===== src/logic/sst_pkg.sv =====
// Package of constants and types for the secondary supervisor telemetry block
package sst_pkg;
  localparam int unsigned CLK_HZ = 200_000_000;
  localparam int unsigned OC_TIMEOUT_S = 5;
  localparam longint unsigned OC_TIMEOUT_CYC = longint'(OC_TIMEOUT_S) * CLK_HZ;
  localparam int unsigned MED_TICK_HZ = 4800;
  localparam int unsigned MED_TICK_CYC = CLK_HZ / MED_TICK_HZ;
  localparam int unsigned WORD_W = 16;
  localparam logic [15:0] TEMP_FAN_OFF = 16'h003c;
  localparam logic [15:0] TEMP_FAN_HALF = 16'h003f;
  localparam logic [15:0] TEMP_FAN_FULL = 16'h0046;
  localparam logic [15:0] TEMP_SHUTDOWN = 16'h0050;
  localparam logic [15:0] DERATE_VAC = 16'h006e;
  localparam logic [15:0] ZERO_W = 16'h0000;
  localparam int unsigned PRI_WORDS = 10;
  localparam int unsigned SEC_WORDS = 3;
  localparam int unsigned STAT_WORDS = 32;
  localparam logic [3:0] PRI_BULK = 4'h0;
  localparam logic [3:0] PRI_VRMS = 4'h1;
  localparam logic [3:0] PRI_IIN = 4'h2;
  localparam logic [3:0] PRI_TEMP = 4'h3;
  localparam logic [3:0] PRI_PER = 4'h4;
  localparam logic [3:0] PRI_STAT = 4'h9;
  localparam logic [1:0] SEC_VOUT = 2'h0;
  localparam logic [1:0] SEC_IOUT = 2'h1;
  localparam logic [1:0] SEC_CTRL = 2'h2;
  localparam logic [4:0] ST_VRMS = 5'h00;
  localparam logic [4:0] ST_IIN = 5'h01;
  localparam logic [4:0] ST_PER = 5'h02;
  localparam logic [4:0] ST_BULK = 5'h03;
  localparam logic [4:0] ST_PTEMP = 5'h04;
  localparam logic [4:0] ST_GAIN0 = 5'h05;
  localparam logic [4:0] ST_PSTAT = 5'h09;
  localparam logic [4:0] ST_LS_IN = 5'h0b;
  localparam logic [4:0] ST_LS_OUT = 5'h0c;
  localparam logic [4:0] ST_LS_INT = 5'h0d;
  localparam logic [4:0] ST_DPER = 5'h10;
  localparam logic [4:0] ST_SR = 5'h11;
  localparam logic [4:0] ST_VOUT = 5'h12;
  localparam logic [4:0] ST_IOUT = 5'h13;
  localparam logic [4:0] ST_T1 = 5'h14;
  localparam logic [4:0] ST_T2 = 5'h15;
  localparam logic [4:0] ST_DGAIN0 = 5'h17;
  localparam logic [4:0] ST_PRIC = 5'h1b;
  localparam logic [4:0] ST_PRICF = 5'h1c;
  localparam logic [4:0] ST_FAULT = 5'h1d;
  localparam logic [4:0] ST_ILIM = 5'h1e;
  localparam logic [4:0] ST_LIMCNT = 5'h1f;
  localparam int unsigned FIFO_DEPTH = 16;
  typedef enum logic [1:0] {SST_FAN_OFF, SST_FAN_HALF, SST_FAN_FULL} sst_fan_t;
  typedef enum {SST_TASK_IDLE, SST_TASK_HIGH, SST_TASK_MED, SST_TASK_LOW} sst_task_t;
endpackage : sst_pkg


===== src/logic/sst_supervisor.sv =====
// Secondary supervisor: protection, fan control, task scheduling, telemetry maps
`timescale 1ns/1ps
`default_nettype none
module sst_supervisor
  import sst_pkg::*;
#(
  parameter longint unsigned OC_TIMEOUT = OC_TIMEOUT_CYC,
  parameter logic [15:0] DERATE_GAIN = 16'h0001
) (
  // Clock and reset
  input wire logic clk,
  input wire logic rst_n,
  // Measurements
  input wire logic [WORD_W-1:0] loadCurrent,
  input wire logic [WORD_W-1:0] outVoltage,
  input wire logic [WORD_W-1:0] maxCurrentLimit,
  input wire logic [WORD_W-1:0] tempA,
  input wire logic [WORD_W-1:0] tempB,
  input wire logic [WORD_W-1:0] tempC,
  input wire logic [WORD_W-1:0] pfcCtrlFlag,
  // Other secondary values for the status table
  input wire logic [WORD_W-1:0] miscIdx,
  input wire logic [4:0] miscAddr,
  input wire logic miscWr,
  // PWM special event (asynchronous pin)
  input wire logic pwmEventPin,
  // Protection and fan outputs
  output logic outputEnable,
  output logic fanHalf,
  output logic fanFull,
  output logic [WORD_W-1:0] currentLimit,
  // Scheduler outputs
  output logic runCurrentLoop,
  output logic runVoltageLoop,
  output logic triggerPhase,
  output logic medTick,
  output logic runBackground,
  // Primary record input (word stream, index order 0..9)
  input wire logic priValid,
  output logic priReady,
  input wire logic [WORD_W-1:0] priData,
  // Secondary record output (3 words)
  output logic secValid,
  input wire logic secReady,
  output logic [WORD_W-1:0] secData,
  // I2C client table read
  input wire logic [4:0] statAddr,
  output logic [WORD_W-1:0] statData
);
  localparam int unsigned OCW = 40;
  localparam logic [OCW-1:0] OC_LIM = OCW'(OC_TIMEOUT);
  localparam logic [15:0] MED_LIM = 16'(MED_TICK_CYC - 1);

  function automatic logic [WORD_W-1:0] max2(input logic [WORD_W-1:0] a,
                                             input logic [WORD_W-1:0] b);
    max2 = (a > b) ? a : b;
  endfunction : max2

  // Three-stage pin synchroniser
  logic [2:0] evSync_ff, nxt_evSync;
  logic evLevel_ff, nxt_evLevel;
  logic evPulse;
  always_comb begin
    nxt_evSync = {evSync_ff[1:0], pwmEventPin};
    nxt_evLevel = (evSync_ff[1] == evSync_ff[2]) ? evSync_ff[2] : evLevel_ff;
  end
  assign evPulse = nxt_evLevel && !evLevel_ff;

  logic [WORD_W-1:0] hottest;
  assign hottest = max2(max2(tempA, tempB), tempC);

  // Derating from primary RMS voltage
  logic [WORD_W-1:0] priWords [PRI_WORDS];
  logic [WORD_W-1:0] derate, limitCalc;
  logic [31:0] derateProd;
  always_comb begin
    derateProd = 32'h0;
    if (priWords[PRI_VRMS] < DERATE_VAC) begin
      derateProd = (DERATE_VAC - priWords[PRI_VRMS]) * DERATE_GAIN;
    end
    derate = (derateProd > {16'h0, maxCurrentLimit}) ? maxCurrentLimit : derateProd[15:0];
    limitCalc = maxCurrentLimit - derate;
  end

  // Protection and fan state
  logic [OCW-1:0] ocCnt_ff, nxt_ocCnt;
  logic [WORD_W-1:0] limCnt_ff, nxt_limCnt;
  logic ocTrip_ff, nxt_ocTrip, thTrip_ff, nxt_thTrip;
  sst_fan_t fan_ff, nxt_fan;
  logic outEn_ff, nxt_outEn;
  logic fanHalf_ff, fanFull_ff;
  logic [WORD_W-1:0] lim_ff;
  always_comb begin
    nxt_ocCnt = ocCnt_ff;
    nxt_ocTrip = ocTrip_ff;
    nxt_limCnt = limCnt_ff;
    if (loadCurrent > limitCalc) begin
      if (ocCnt_ff >= OC_LIM) begin
        nxt_ocTrip = 1'b1;
      end else begin
        nxt_ocCnt = ocCnt_ff + 1'b1;
      end
      if (ocCnt_ff == '0) begin
        nxt_limCnt = limCnt_ff + 1'b1;
      end
    end else begin
      nxt_ocCnt = '0;
    end
    nxt_thTrip = thTrip_ff || (hottest > TEMP_SHUTDOWN);
    nxt_fan = fan_ff;
    if (hottest < TEMP_FAN_OFF) begin
      nxt_fan = SST_FAN_OFF;
    end else if (hottest >= TEMP_FAN_FULL) begin
      nxt_fan = SST_FAN_FULL;
    end else if (hottest >= TEMP_FAN_HALF) begin
      nxt_fan = SST_FAN_HALF;
    end
    nxt_outEn = !(nxt_ocTrip || nxt_thTrip);
  end

  // Scheduler state
  logic [15:0] medCnt_ff, nxt_medCnt;
  logic medPend_ff, nxt_medPend, hiPend_ff, nxt_hiPend;
  logic loopSel_ff, nxt_loopSel, phase_ff, nxt_phase;
  sst_task_t nxt_task;
  logic runV_ff, runC_ff, medRun_ff, bgRun_ff;
  logic tick;
  assign tick = (medCnt_ff == MED_LIM);
  always_comb begin
    nxt_medCnt = tick ? 16'h0 : medCnt_ff + 1'b1;
    nxt_hiPend = hiPend_ff || evPulse;
    nxt_medPend = medPend_ff || tick;
    nxt_loopSel = loopSel_ff;
    nxt_phase = phase_ff;
    nxt_task = SST_TASK_IDLE;
    if (hiPend_ff) begin
      nxt_task = SST_TASK_HIGH;
      nxt_hiPend = evPulse;
      nxt_loopSel = !loopSel_ff;
      nxt_phase = !phase_ff;
    end else if (medPend_ff) begin
      nxt_task = SST_TASK_MED;
      nxt_medPend = tick;
    end else if (!evPulse && !tick) begin
      nxt_task = SST_TASK_LOW;
    end
  end

  always_ff @(posedge clk) begin
    if (!rst_n) begin
      evSync_ff <= 3'h0;
      evLevel_ff <= 1'b0;
      ocCnt_ff <= '0;
      limCnt_ff <= ZERO_W;
      ocTrip_ff <= 1'b0;
      thTrip_ff <= 1'b0;
      fan_ff <= SST_FAN_OFF;
      outEn_ff <= 1'b0;
      fanHalf_ff <= 1'b0;
      fanFull_ff <= 1'b0;
      lim_ff <= ZERO_W;
      medCnt_ff <= 16'h0;
      medPend_ff <= 1'b0;
      hiPend_ff <= 1'b0;
      loopSel_ff <= 1'b0;
      phase_ff <= 1'b0;
      runV_ff <= 1'b0;
      runC_ff <= 1'b0;
      medRun_ff <= 1'b0;
      bgRun_ff <= 1'b0;
    end else begin
      evSync_ff <= nxt_evSync;
      evLevel_ff <= nxt_evLevel;
      ocCnt_ff <= nxt_ocCnt;
      limCnt_ff <= nxt_limCnt;
      ocTrip_ff <= nxt_ocTrip;
      thTrip_ff <= nxt_thTrip;
      fan_ff <= nxt_fan;
      outEn_ff <= nxt_outEn;
      fanHalf_ff <= (nxt_fan == SST_FAN_HALF);
      fanFull_ff <= (nxt_fan == SST_FAN_FULL);
      lim_ff <= limitCalc;
      medCnt_ff <= nxt_medCnt;
      medPend_ff <= nxt_medPend;
      hiPend_ff <= nxt_hiPend;
      loopSel_ff <= nxt_loopSel;
      phase_ff <= nxt_phase;
      runV_ff <= (nxt_task == SST_TASK_HIGH) && !loopSel_ff;
      runC_ff <= (nxt_task == SST_TASK_HIGH) && loopSel_ff;
      medRun_ff <= (nxt_task == SST_TASK_MED);
      bgRun_ff <= (nxt_task == SST_TASK_LOW);
    end
  end

  assign outputEnable = outEn_ff;
  assign fanHalf = fanHalf_ff;
  assign fanFull = fanFull_ff;
  assign currentLimit = lim_ff;
  assign runVoltageLoop = runV_ff;
  assign runCurrentLoop = runC_ff;
  assign triggerPhase = phase_ff;
  assign medTick = medRun_ff;
  assign runBackground = bgRun_ff;

  logic [3:0] priIdx_ff, nxt_priIdx;
  logic priTake, priRdy_ff;
  // Ready from a flop; rises one edge after reset release
  assign priReady = priRdy_ff;
  assign priTake = priValid && priRdy_ff;
  always_comb begin
    nxt_priIdx = priIdx_ff;
    if (priTake) begin
      nxt_priIdx = (priIdx_ff == 4'(PRI_WORDS - 1)) ? 4'h0 : priIdx_ff + 1'b1;
    end
  end
  always_ff @(posedge clk) begin
    if (!rst_n) begin
      priIdx_ff <= 4'h0;
      priRdy_ff <= 1'b0;
      for (int i = 0; i < PRI_WORDS; i++) begin
        priWords[i] <= ZERO_W;
      end
    end else begin
      priIdx_ff <= nxt_priIdx;
      priRdy_ff <= 1'b1;
      if (priTake) begin
        priWords[priIdx_ff] <= priData;
      end
    end
  end

  // three-word record into the FIFO on each medium tick
  logic [1:0] secIdx_ff, nxt_secIdx;
  logic secBusy_ff, nxt_secBusy;
  logic fifoInReady;
  logic [WORD_W-1:0] secWord;
  always_comb begin
    secWord = pfcCtrlFlag;
    if (secIdx_ff == SEC_VOUT) begin
      secWord = outVoltage;
    end else if (secIdx_ff == SEC_IOUT) begin
      secWord = loadCurrent;
    end
    nxt_secIdx = secIdx_ff;
    nxt_secBusy = secBusy_ff;
    if (!secBusy_ff) begin
      nxt_secBusy = tick;
    end else if (fifoInReady) begin
      nxt_secIdx = (secIdx_ff == SEC_CTRL) ? SEC_VOUT : secIdx_ff + 1'b1;
      nxt_secBusy = (secIdx_ff != SEC_CTRL);
    end
  end
  always_ff @(posedge clk) begin
    if (!rst_n) begin
      secIdx_ff <= SEC_VOUT;
      secBusy_ff <= 1'b0;
    end else begin
      secIdx_ff <= nxt_secIdx;
      secBusy_ff <= nxt_secBusy;
    end
  end

  // Output staging register so outputs come from flops
  logic fifoOutValid, stageValid_ff, nxt_stageValid, fifoPop;
  logic [WORD_W-1:0] fifoOutData, stageData_ff, nxt_stageData;
  assign fifoPop = fifoOutValid && (!stageValid_ff || secReady);
  always_comb begin
    nxt_stageValid = stageValid_ff;
    nxt_stageData = stageData_ff;
    if (fifoPop) begin
      nxt_stageValid = 1'b1;
      nxt_stageData = fifoOutData;
    end else if (secReady) begin
      nxt_stageValid = 1'b0;
    end
  end
  always_ff @(posedge clk) begin
    if (!rst_n) begin
      stageValid_ff <= 1'b0;
      stageData_ff <= ZERO_W;
    end else begin
      stageValid_ff <= nxt_stageValid;
      stageData_ff <= nxt_stageData;
    end
  end
  assign secValid = stageValid_ff;
  assign secData = stageData_ff;

  sst_fifo #(.WIDTH(WORD_W), .DEPTH(FIFO_DEPTH)) u_fifo (
    .clk(clk),
    .rst_n(rst_n),
    .inValid(secBusy_ff),
    .inReady(fifoInReady),
    .inData(secWord),
    .outValid(fifoOutValid),
    .outReady(!stageValid_ff || secReady),
    .outData(fifoOutData)
  );

  // status table, unused words read zero
  logic [WORD_W-1:0] stat [STAT_WORDS];
  logic [WORD_W-1:0] statRd_ff, nxt_statRd;
  logic [WORD_W-1:0] misc [STAT_WORDS];
  always_ff @(posedge clk) begin
    if (!rst_n) begin
      for (int i = 0; i < STAT_WORDS; i++) begin
        misc[i] <= ZERO_W;
      end
    end else if (miscWr) begin
      misc[miscAddr] <= miscIdx;
    end
  end
  always_comb begin
    for (int i = 0; i < STAT_WORDS; i++) begin
      stat[i] = ZERO_W;
    end
    stat[ST_VRMS] = priWords[PRI_VRMS];
    stat[ST_IIN] = priWords[PRI_IIN];
    stat[ST_PER] = priWords[PRI_PER];
    stat[ST_BULK] = priWords[PRI_BULK];
    stat[ST_PTEMP] = priWords[PRI_TEMP];
    for (int i = 0; i < 5; i++) begin
      stat[int'(ST_GAIN0) + i] = priWords[int'(PRI_PER) + 1 + i];
    end
    stat[ST_LS_IN] = misc[ST_LS_IN];
    stat[ST_LS_OUT] = misc[ST_LS_OUT];
    stat[ST_LS_INT] = misc[ST_LS_INT];
    stat[ST_DPER] = misc[ST_DPER];
    stat[ST_SR] = misc[ST_SR];
    stat[ST_VOUT] = outVoltage;
    stat[ST_IOUT] = loadCurrent;
    stat[ST_T1] = tempA;
    stat[ST_T2] = tempB;
    for (int i = 0; i < 6; i++) begin
      stat[int'(ST_DGAIN0) + i] = misc[int'(ST_DGAIN0) + i];
    end
    stat[ST_FAULT] = {13'h0, thTrip_ff, ocTrip_ff, !outEn_ff};
    stat[ST_ILIM] = lim_ff;
    stat[ST_LIMCNT] = limCnt_ff;
    nxt_statRd = stat[statAddr];
  end
  always_ff @(posedge clk) begin
    if (!rst_n) begin
      statRd_ff <= ZERO_W;
    end else begin
      statRd_ff <= nxt_statRd;
    end
  end
  assign statData = statRd_ff;
endmodule : sst_supervisor
`default_nettype wire


===== src/logic/sst_fifo.sv =====
// Parameterised synchronous FIFO with valid/ready on both sides
`timescale 1ns/1ps
`default_nettype none
module sst_fifo #(
  parameter int unsigned WIDTH = 16,
  parameter int unsigned DEPTH = 16
) (
  // Clock and reset
  input wire logic clk,
  input wire logic rst_n,
  // Fill side
  input wire logic inValid,
  output logic inReady,
  input wire logic [WIDTH-1:0] inData,
  // Drain side
  output logic outValid,
  input wire logic outReady,
  output logic [WIDTH-1:0] outData
);
  localparam int unsigned AW = $clog2(DEPTH);
  logic [WIDTH-1:0] mem [DEPTH];
  logic [AW-1:0] wrPtr_ff, nxt_wrPtr, rdPtr_ff, nxt_rdPtr;
  logic [AW:0] count_ff, nxt_count;
  logic doWr, doRd;

  assign inReady = (count_ff != (AW+1)'(DEPTH));
  assign outValid = (count_ff != '0);
  assign outData = mem[rdPtr_ff];
  assign doWr = inValid && inReady;
  assign doRd = outValid && outReady;

  always_comb begin
    nxt_wrPtr = doWr ? wrPtr_ff + 1'b1 : wrPtr_ff;
    nxt_rdPtr = doRd ? rdPtr_ff + 1'b1 : rdPtr_ff;
    nxt_count = count_ff;
    if (doWr && !doRd) begin
      nxt_count = count_ff + 1'b1;
    end else if (doRd && !doWr) begin
      nxt_count = count_ff - 1'b1;
    end
  end

  always_ff @(posedge clk) begin
    if (!rst_n) begin
      wrPtr_ff <= '0;
      rdPtr_ff <= '0;
      count_ff <= '0;
    end else begin
      wrPtr_ff <= nxt_wrPtr;
      rdPtr_ff <= nxt_rdPtr;
      count_ff <= nxt_count;
    end
  end

  // Storage has no reset; only written entries are ever read
  always_ff @(posedge clk) begin
    if (doWr) begin
      mem[wrPtr_ff] <= inData;
    end
  end
endmodule : sst_fifo
`default_nettype wire


===== config.mk =====
export PLATFORM = sky130hd
export DESIGN_NAME = sst_supervisor
export DESIGN_NICKNAME = d
export VERILOG_FILES = /design/src/logic/sst_pkg.sv /design/src/logic/sst_supervisor.sv /design/src/logic/sst_fifo.sv
export SDC_FILE = /design/constraint.sdc
export NUM_CORES = 1
export LEC_CHECK = 0
export BUFFER_PORTS_ARGS = -buffer_cell sky130_fd_sc_hd__buf_2
export CAP_MARGIN = 10
export CORE_MARGIN = 10
export CORE_UTILIZATION = 35
export CTS_CLUSTER_SIZE = 25
export DETAILED_ROUTE_END_ITERATION = 8
export HOLD_SLACK_MARGIN = 0.02
export PLACE_DENSITY = 0.64
export SLEW_MARGIN = 40
export SYNTH_ARGS = -nofsm -noshare
export SYNTH_HDL_FRONTEND = slang
export SYNTH_SLANG_ARGS = --single-unit

===== constraint.sdc =====
create_clock -name clk -period 7.2 [get_ports clk]
set_input_delay 1.08 -clock clk [delete_from_list [all_inputs] [get_ports clk]]
set_output_delay 1.08 -clock clk [all_outputs]
set_load 0.02 [all_outputs]

==> reports/summary.txt, run 1 <==
Die span in y = 337 um
Yosys warns = 0
Die X-Extent = 337 um
Setup Skew = 35.0 ps
Cell-internal power = 8.02 mW
CP dominant cell by count = ha_1
First-pass GRT wire length = 150000 um
MaxCap Viol Count = 0
TritonCTS Buffers = 81
Reg-to-Reg End = limCnt_ff[11]
Area of the multi-input gates = 0.0134 mm^2
R2R Path Start = priWords[1][7]
Final worst-path cycle share = 93.8%
Final slew viol count = 0
Leakage power = 14.7 nW
1st-pass router iterations = 5
Post-detail-place hpwl = 71800 um
CTS Sinks = 753
Peak supply drop = 0.212 mV
Yosys reg bits = 753
Crit Path Category = flip-flop to flip-flop
Grt met1 use = 24.0%
Sequential share of power = 45.7%
Via count = 23600
Worst-skew pair later-pin latency = 650 ps
H-tree depth = 3
Cells after synthesis = 2749
CTS tree = built
ANT nets after route = 0
Period minus WS final = 6750 ps
Max stage delay on crit path = 580 ps
Prevailing post-synth register cell = edfxtp_1
Place WS = -199 ps
Required @ worst endpoint = 7760 ps
Library cells used by synthesis = 63
Filler Cell Count = 9275
DRC errors left = 0
NetSw = 2.99 mW
Startpoint Class = flip-flop
Area of the die = 0.113 mm^2
Cell Pwr Density = 269 mW/mm^2
Nets@finish = 3234
Area growth syn-to-layout = 16.3%
Initial antenna violation count = 26
Drt wl/cell = 23.7 um
CP max-delay cell = or4_4
Reg clk slew, reported paths = 60 ps
Via/cell ratio = 5.42
Starting DRT DRC Count = 2524
Logic pwr share = 16.4%
Post-Syn Area = 0.0351 mm^2
IO Pins = 218
Initial Util = 35.2%
Hold depth = 1
Port Buffers = 217
Reg-to-reg slack, setup = 450 ps
Clk buf depth = 3
Vias in the first global route = 22800
Hold EP = evSync_ff[1]
Met3 usage = 4.47%
Post-synth EDFFs = 592
Max-slew headroom = 41.5%
Share of power burned in the clock network = 37.9%
RD Place Congestion = 0.927
Async S/R FF share, synth = 0%
Root buffer cell = clkbuf_16
Seq/Total Area, Yosys = 59.8%
Drt total wl = 103000 um
Least-Margin Pin Slew = 874 ps
Critical Path Sink Type = flip-flop
Worst reg2reg path depth = 30
Sw Ratio = 27.1%
CORE AREA = 0.0999 mm^2
Status = completed
Overflow after GRT = 0
# rows = 116
Worst path arrival time = 7320 ps
Fin. Hold Viols = 0
Worst hold start = evSync_ff[0]
Most frequent cells in the layout = 592 x edfxtp_1, 323 x nor2_1, 214 x buf_2
Register Area = 0.0210 mm^2
Max FO, Critical Path = 7
Hold crit path type = flip-flop to flip-flop
Endpoints failing setup = 0
Fmax = 148 MHz
Met2 usage = 27.7%
Setup ws final = 447 ps
GR peak layer = met2
CTS Hold Bufs = 0
Layout cell share with drive strength beyond 1 = 21.9%
Syn avg cell area = 12.8 um^2
Global Route Usage Sum = 17.6%
Most common cell after layout, fill and taps aside = edfxtp_1
Fin util = 40.9%
Largest net degree at the start of global routing = 75
## synthesized netlist by cell type, types with 6 or more instances
library cell / n / share of area, %
mux2_2: 22 / 0.70
nor2b_1: 11 / 0.20
nand4_1: 39 / 0.69
o211ai_1: 6 / 0.13
o21ai_0: 91 / 1.3
ha_1: 95 / 3.4
a2111oi_0: 20 / 0.50
buf_1: 19 / 0.20
nand2_1: 184 / 2.0
or3_1: 19 / 0.34
nand2b_1: 16 / 0.28
inv_1: 90 / 0.96
mux4_2: 147 / 9.4
buf_2: 11 / 0.16
a211oi_1: 37 / 0.79
nor3b_1: 6 / 0.13
xnor2_1: 41 / 1.0
nor3_1: 42 / 0.60
nor4_1: 22 / 0.39
mux2i_1: 76 / 2.2
edfxtp_1: 592 / 51
a21o_1: 20 / 0.43
or2_2: 7 / 0.12
nor2_1: 335 / 3.6
xor2_1: 35 / 0.87
dfxtp_1: 161 / 9.2
a22oi_1: 20 / 0.43
nand3_1: 36 / 0.51
a21oi_1: 112 / 1.6
and2_1: 200 / 3.6
clkbuf_1: 133 / 1.4
and3_1: 25 / 0.44
a221oi_1: 17 / 0.42
o21a_1: 8 / 0.17
## worst max-delay path, delay by kind of cell, from the launching register on
family,cells,cell delay [ps]
simple gates,10,2450
compound gates,12,2020
fa+ha+maj,3,750
mux,2,610
buf+inv,3,450
flops,1,390
## routing by layer
layer	vias up	routed length, um
met4	14	2760
met5	-	93
met3	175	10700
met2	1022	47000
met1	11700	42300
li1	10700	-
## cell families after synthesis
| family | after synthesis | synth area share, % |
|---|---|---|
| adder cells (fa/ha/maj) | 97 | 3.50 |
| AND/OR/NAND/NOR | 963 | 13.4 |
| buffers and inverters | 255 | 2.76 |
| flip-flops | 753 | 59.8 |
| XOR/XNOR | 76 | 1.89 |
| other | 1 | 0.0107 |
| AO/OA/AOI/OAI | 359 | 6.42 |
| multiplexers | 245 | 12.3 |
## flip-flops by register name, summed over array words and instances, names as in the netlist, 3 cells and up
name	cells
u_fifo.mem	256
evSync_ff	3
priWords	160
medCnt_ff	16
u_fifo.wrPtr_ff	4
priIdx_ff	4
statData	16
u_fifo.rdPtr_ff	4
currentLimit	16
secData	16
ocCnt_ff	40
misc	176
u_fifo.count_ff	5
limCnt_ff	16
## worst max-delay path by stage
stage	start	to
after global routing	priWords[1][7]	limCnt_ff[11]
after global placement	priWords[1][0]	limCnt_ff[14]
after detailed placement	priWords[1][0]	limCnt_ff[14]
final	priWords[1][7]	limCnt_ff[11]
after floorplan	priWords[1][7]	limCnt_ff[13]
after CTS	priWords[1][7]	limCnt_ff[14]
## cell type report
class	count	area share, %
sequential	753	51.4
multi-input combinational	1745	32.9
clock buffer	104	5.24
timing repair buffer	304	4.34
tap	1298	3.97
clock inverter	47	1.28
inverter	92	0.848
antenna	7	0.0428
## repair_timing
| action | 4_1_cts | 5_1_grt |
|---|---|---|
| cloned | 0 | 1 |
| pin swaps | 1 | 12 |
| gates resized for setup | 3 | 28 |
| setup endpoints to repair | 43 | 58 |
| buffers inserted | 2 | 12 |
## through the flow
stage,setup TNS (ps),cells,hold slack [ps],instance area (um^2),power [mW]
finish,0,4350,431,40900,11.0
detailed placement,-2610,4176,421,37900,6.90
floorplan,0,2753,412,35200,6.27
CTS,0,4329,434,40600,11.1
global placement,-313,4176,418,37800,6.88
global route,-320,4345,455,40900,11.4
## power groups by stage
| stage | combinational (mW) | clock (mW) | sequential, mW |
|---|---|---|---|
| final | 1.80 | 4.17 | 5.03 |
| after floorplan | 1.16 | 0 | 5.11 |
| after global placement | 1.76 | 0 | 5.12 |
| after global routing | 1.95 | 4.42 | 5.05 |
| after CTS | 1.79 | 4.24 | 5.03 |
| after detailed placement | 1.78 | 0 | 5.12 |
No activity file was read; power rests on OpenSTA's default activity.
==> inputs of run 2 (changes only) <==
Settings changed: ABC_AREA set to 1.
==> reports/summary.txt, run 2 <==
WP buf/inv = 7
Cells after synthesis = 3718
Place WS = 319 ps
Sequential share of power = 45.1%
RD Place Congestion = 0.937
Cell-internal power = 7.69 mW
CP dominant cell by count = nand2_1
Min Hold Slack = 418 ps
Post-Syn Area = 0.0356 mm^2
CTS tree = built
Drt wl/cell = 21.8 um
Worst path arrival time = 7070 ps
Setup ws final = 627 ps
GR peak layer = met2
Max-slew headroom = 37.9%
Root buffer cell = clkbuf_16
Library cells used by synthesis = 61
Hold crit path type = flip-flop to flip-flop
Area of the multi-input gates = 0.0128 mm^2
Most common cell after layout, fill and taps aside = nor2_1
Area of the die = 0.115 mm^2
MaxCap Viol Count = 0
CTS Sinks = 753
Filler Cell Count = 9826
Period minus WS final = 6570 ps
Die X-Extent = 339 um
# rows = 116
H-tree depth = 3
Number of flip-flops in the largest register = 256
Syn avg cell area = 9.57 um^2
Post-synth EDFFs = 592
Setup Skew = 20.8 ps
Worst-skew pair later-pin latency = 640 ps
Share of power burned in the clock network = 35.5%
Fmax = 152 MHz
Prevailing post-synth register cell = edfxtp_1
Starting DRT DRC Count = 3404
Final worst-path cycle share = 91.3%
Crit Path Category = flip-flop to flip-flop
Met2 usage = 27.9%
Post-detail-place hpwl = 78400 um
CTS Hold Bufs = 0
Synth area leader = edfxtp_1
Reg clk slew, reported paths = 60 ps
Async S/R FF share, synth = 0%
Final slew viol count = 0
Post-DP Area = 0.0380 mm^2
Layout Cells excl Fill = 5299
Peak supply drop = 0.193 mV
Reg-to-reg slack, setup = 630 ps
Area growth syn-to-layout = 14.2%
Main area contributors after synthesis = edfxtp_1 50%, dfxtp_1 9.1%, nor2_1 8.1%
1st-pass router iterations = 6
Max FO, Critical Path = 18
CP top delay family = compound AO/OA/AOI/OAI gates
Setup TNS = 0 ps
NetSw = 3.36 mW
CORE AREA = 0.100 mm^2
CP max-delay cell = edfxtp_1
R2R Path Start = priWords[1][1]
Least-Margin Pin Slew = 926 ps
Fin. Hold Viols = 0
Crit. Startpoint = priWords[1][1]
First-pass GRT wire length = 169000 um
Initial antenna violation count = 14
Die span in y = 339 um
Vias in the first global route = 26700
Global Route Usage Sum = 19.1%
Met3 usage = 5.99%
Sw Ratio = 30.4%
Fin util = 40.5%
Design Area, Final = 0.0406 mm^2
Leakage power = 15.0 nW
Register Area = 0.0210 mm^2
Via count = 28800
Max stage delay on crit path = 440 ps
ANT nets after route = 0
Yosys reg bits = 753
Grt met1 use = 26.7%
Initial Util = 35.4%
Nets@finish = 4134
Leading cell types by count after synthesis = 768 x nor2_1, 592 x edfxtp_1, 467 x nand2_1, 374 x o21ai_0, 271 x inv_1
Port Buffers = 217
Biggest register = u_fifo.mem
Area share of the largest cell type after synthesis = 50.0%
Overflow after GRT = 0
Endpoints failing setup = 0
TritonCTS Buffers = 80
Seq/Total Area, Yosys = 59.0%
Via/cell ratio = 5.43
Top Registers = u_fifo.mem x256, misc x176, priWords x160
DRC errors left = 0
Largest net degree at the start of global routing = 92
Total power = 11.1 mW
Layout cell share with drive strength beyond 1 = 12.1%
Most numerous cell in the Yosys netlist = nor2_1
Worst hold start = evSync_ff[0]
Required @ worst endpoint = 7690 ps
Yosys warns = 0
Most frequent cells in the layout = 751 x nor2_1, 592 x edfxtp_1, 460 x nand2_1
Critical Path Sink Type = flip-flop
Placed insts = 5145
Drt total wl = 116000 um
Cell Pwr Density = 272 mW/mm^2
Startpoint Class = flip-flop
Clk buf depth = 3
IO Pins = 218
Logic pwr share = 19.3%
Status = completed
## run 2: cell count changes after synthesis, moves of 69 or more
cell      change
mux4_2      -147
nor2_1      +433
inv_1       +181
o21ai_0     +283
and2_1      -197
o221ai_1     +69
nand2_1     +283
mux2i_1      -74
nand3_1      +80
## run 2: tightest hold or removal path, delay by kind of cell (launching register included)
| family | cells | cell delay, ps |
|---|---|---|
| buffers and inverters | 1 | 40 |
| flip-flops | 1 | 310 |
| AND/OR/NAND/NOR | 1 | 50 |
## run 2: worst paths after layout
path,cells after the start,endpoint
max reg2reg,43,limCnt_ff[8]
min,2,evSync_ff[1]
min reg2reg,2,evSync_ff[1]
max,43,limCnt_ff[8]
## run 2: timing repair
action	CTS	global route
resized for setup	0	16
setup endpoints to repair	0	57
setup buffers	0	5
## run 2: area by class of cell
class,count,share of cell area (%)
antenna,3,0.0185
clock buffer,116,5.52
clock inverter,28,0.520
inverter,292,2.72
multi-input combinational,2472,31.5
sequential,753,51.7
tap,1357,4.18
timing repair buffer,277,3.83
timing repair inverter,1,0.0185
## run 2: layer usage
| layer | up-vias | part of all wire (%) |
|---|---|---|
| li1 | 13300 | - |
| met1 | 13800 | 42 |
| met2 | 1500 | 43 |
| met3 | 204 | 13 |
| met4 | 8 | 3.0 |
| met5 | - | 0.044 |
## run 2: power by group through the flow
stage | clock network, mW | registers (mW) | logic, mW
2_1_floorplan | 0 | 5.10 | 1.30
3_3_place_gp | 0 | 5.07 | 2.06
3_5_place_dp | 0 | 5.07 | 2.09
4_1_cts | 3.96 | 4.98 | 2.09
5_1_grt | 4.13 | 5.00 | 2.35
6_report | 3.92 | 4.99 | 2.14
## run 2: kinds of logic (layout without fill, tap and decap cells)
family / count (synthesis) / after routing / synth area share (%)
buffers and inverters: 497 / 714 / 5.35
adder cells (fa/ha/maj): 97 / 97 / 3.45
AO/OA/AOI/OAI: 807 / 807 / 13.3
multiplexers: 2 / 2 / 0.0563
AND/OR/NAND/NOR: 1523 / 1523 / 17.9
XOR/XNOR: 38 / 38 / 0.935
other: 1 / 8 / 0.0105
flip-flops: 753 / 753 / 59.0
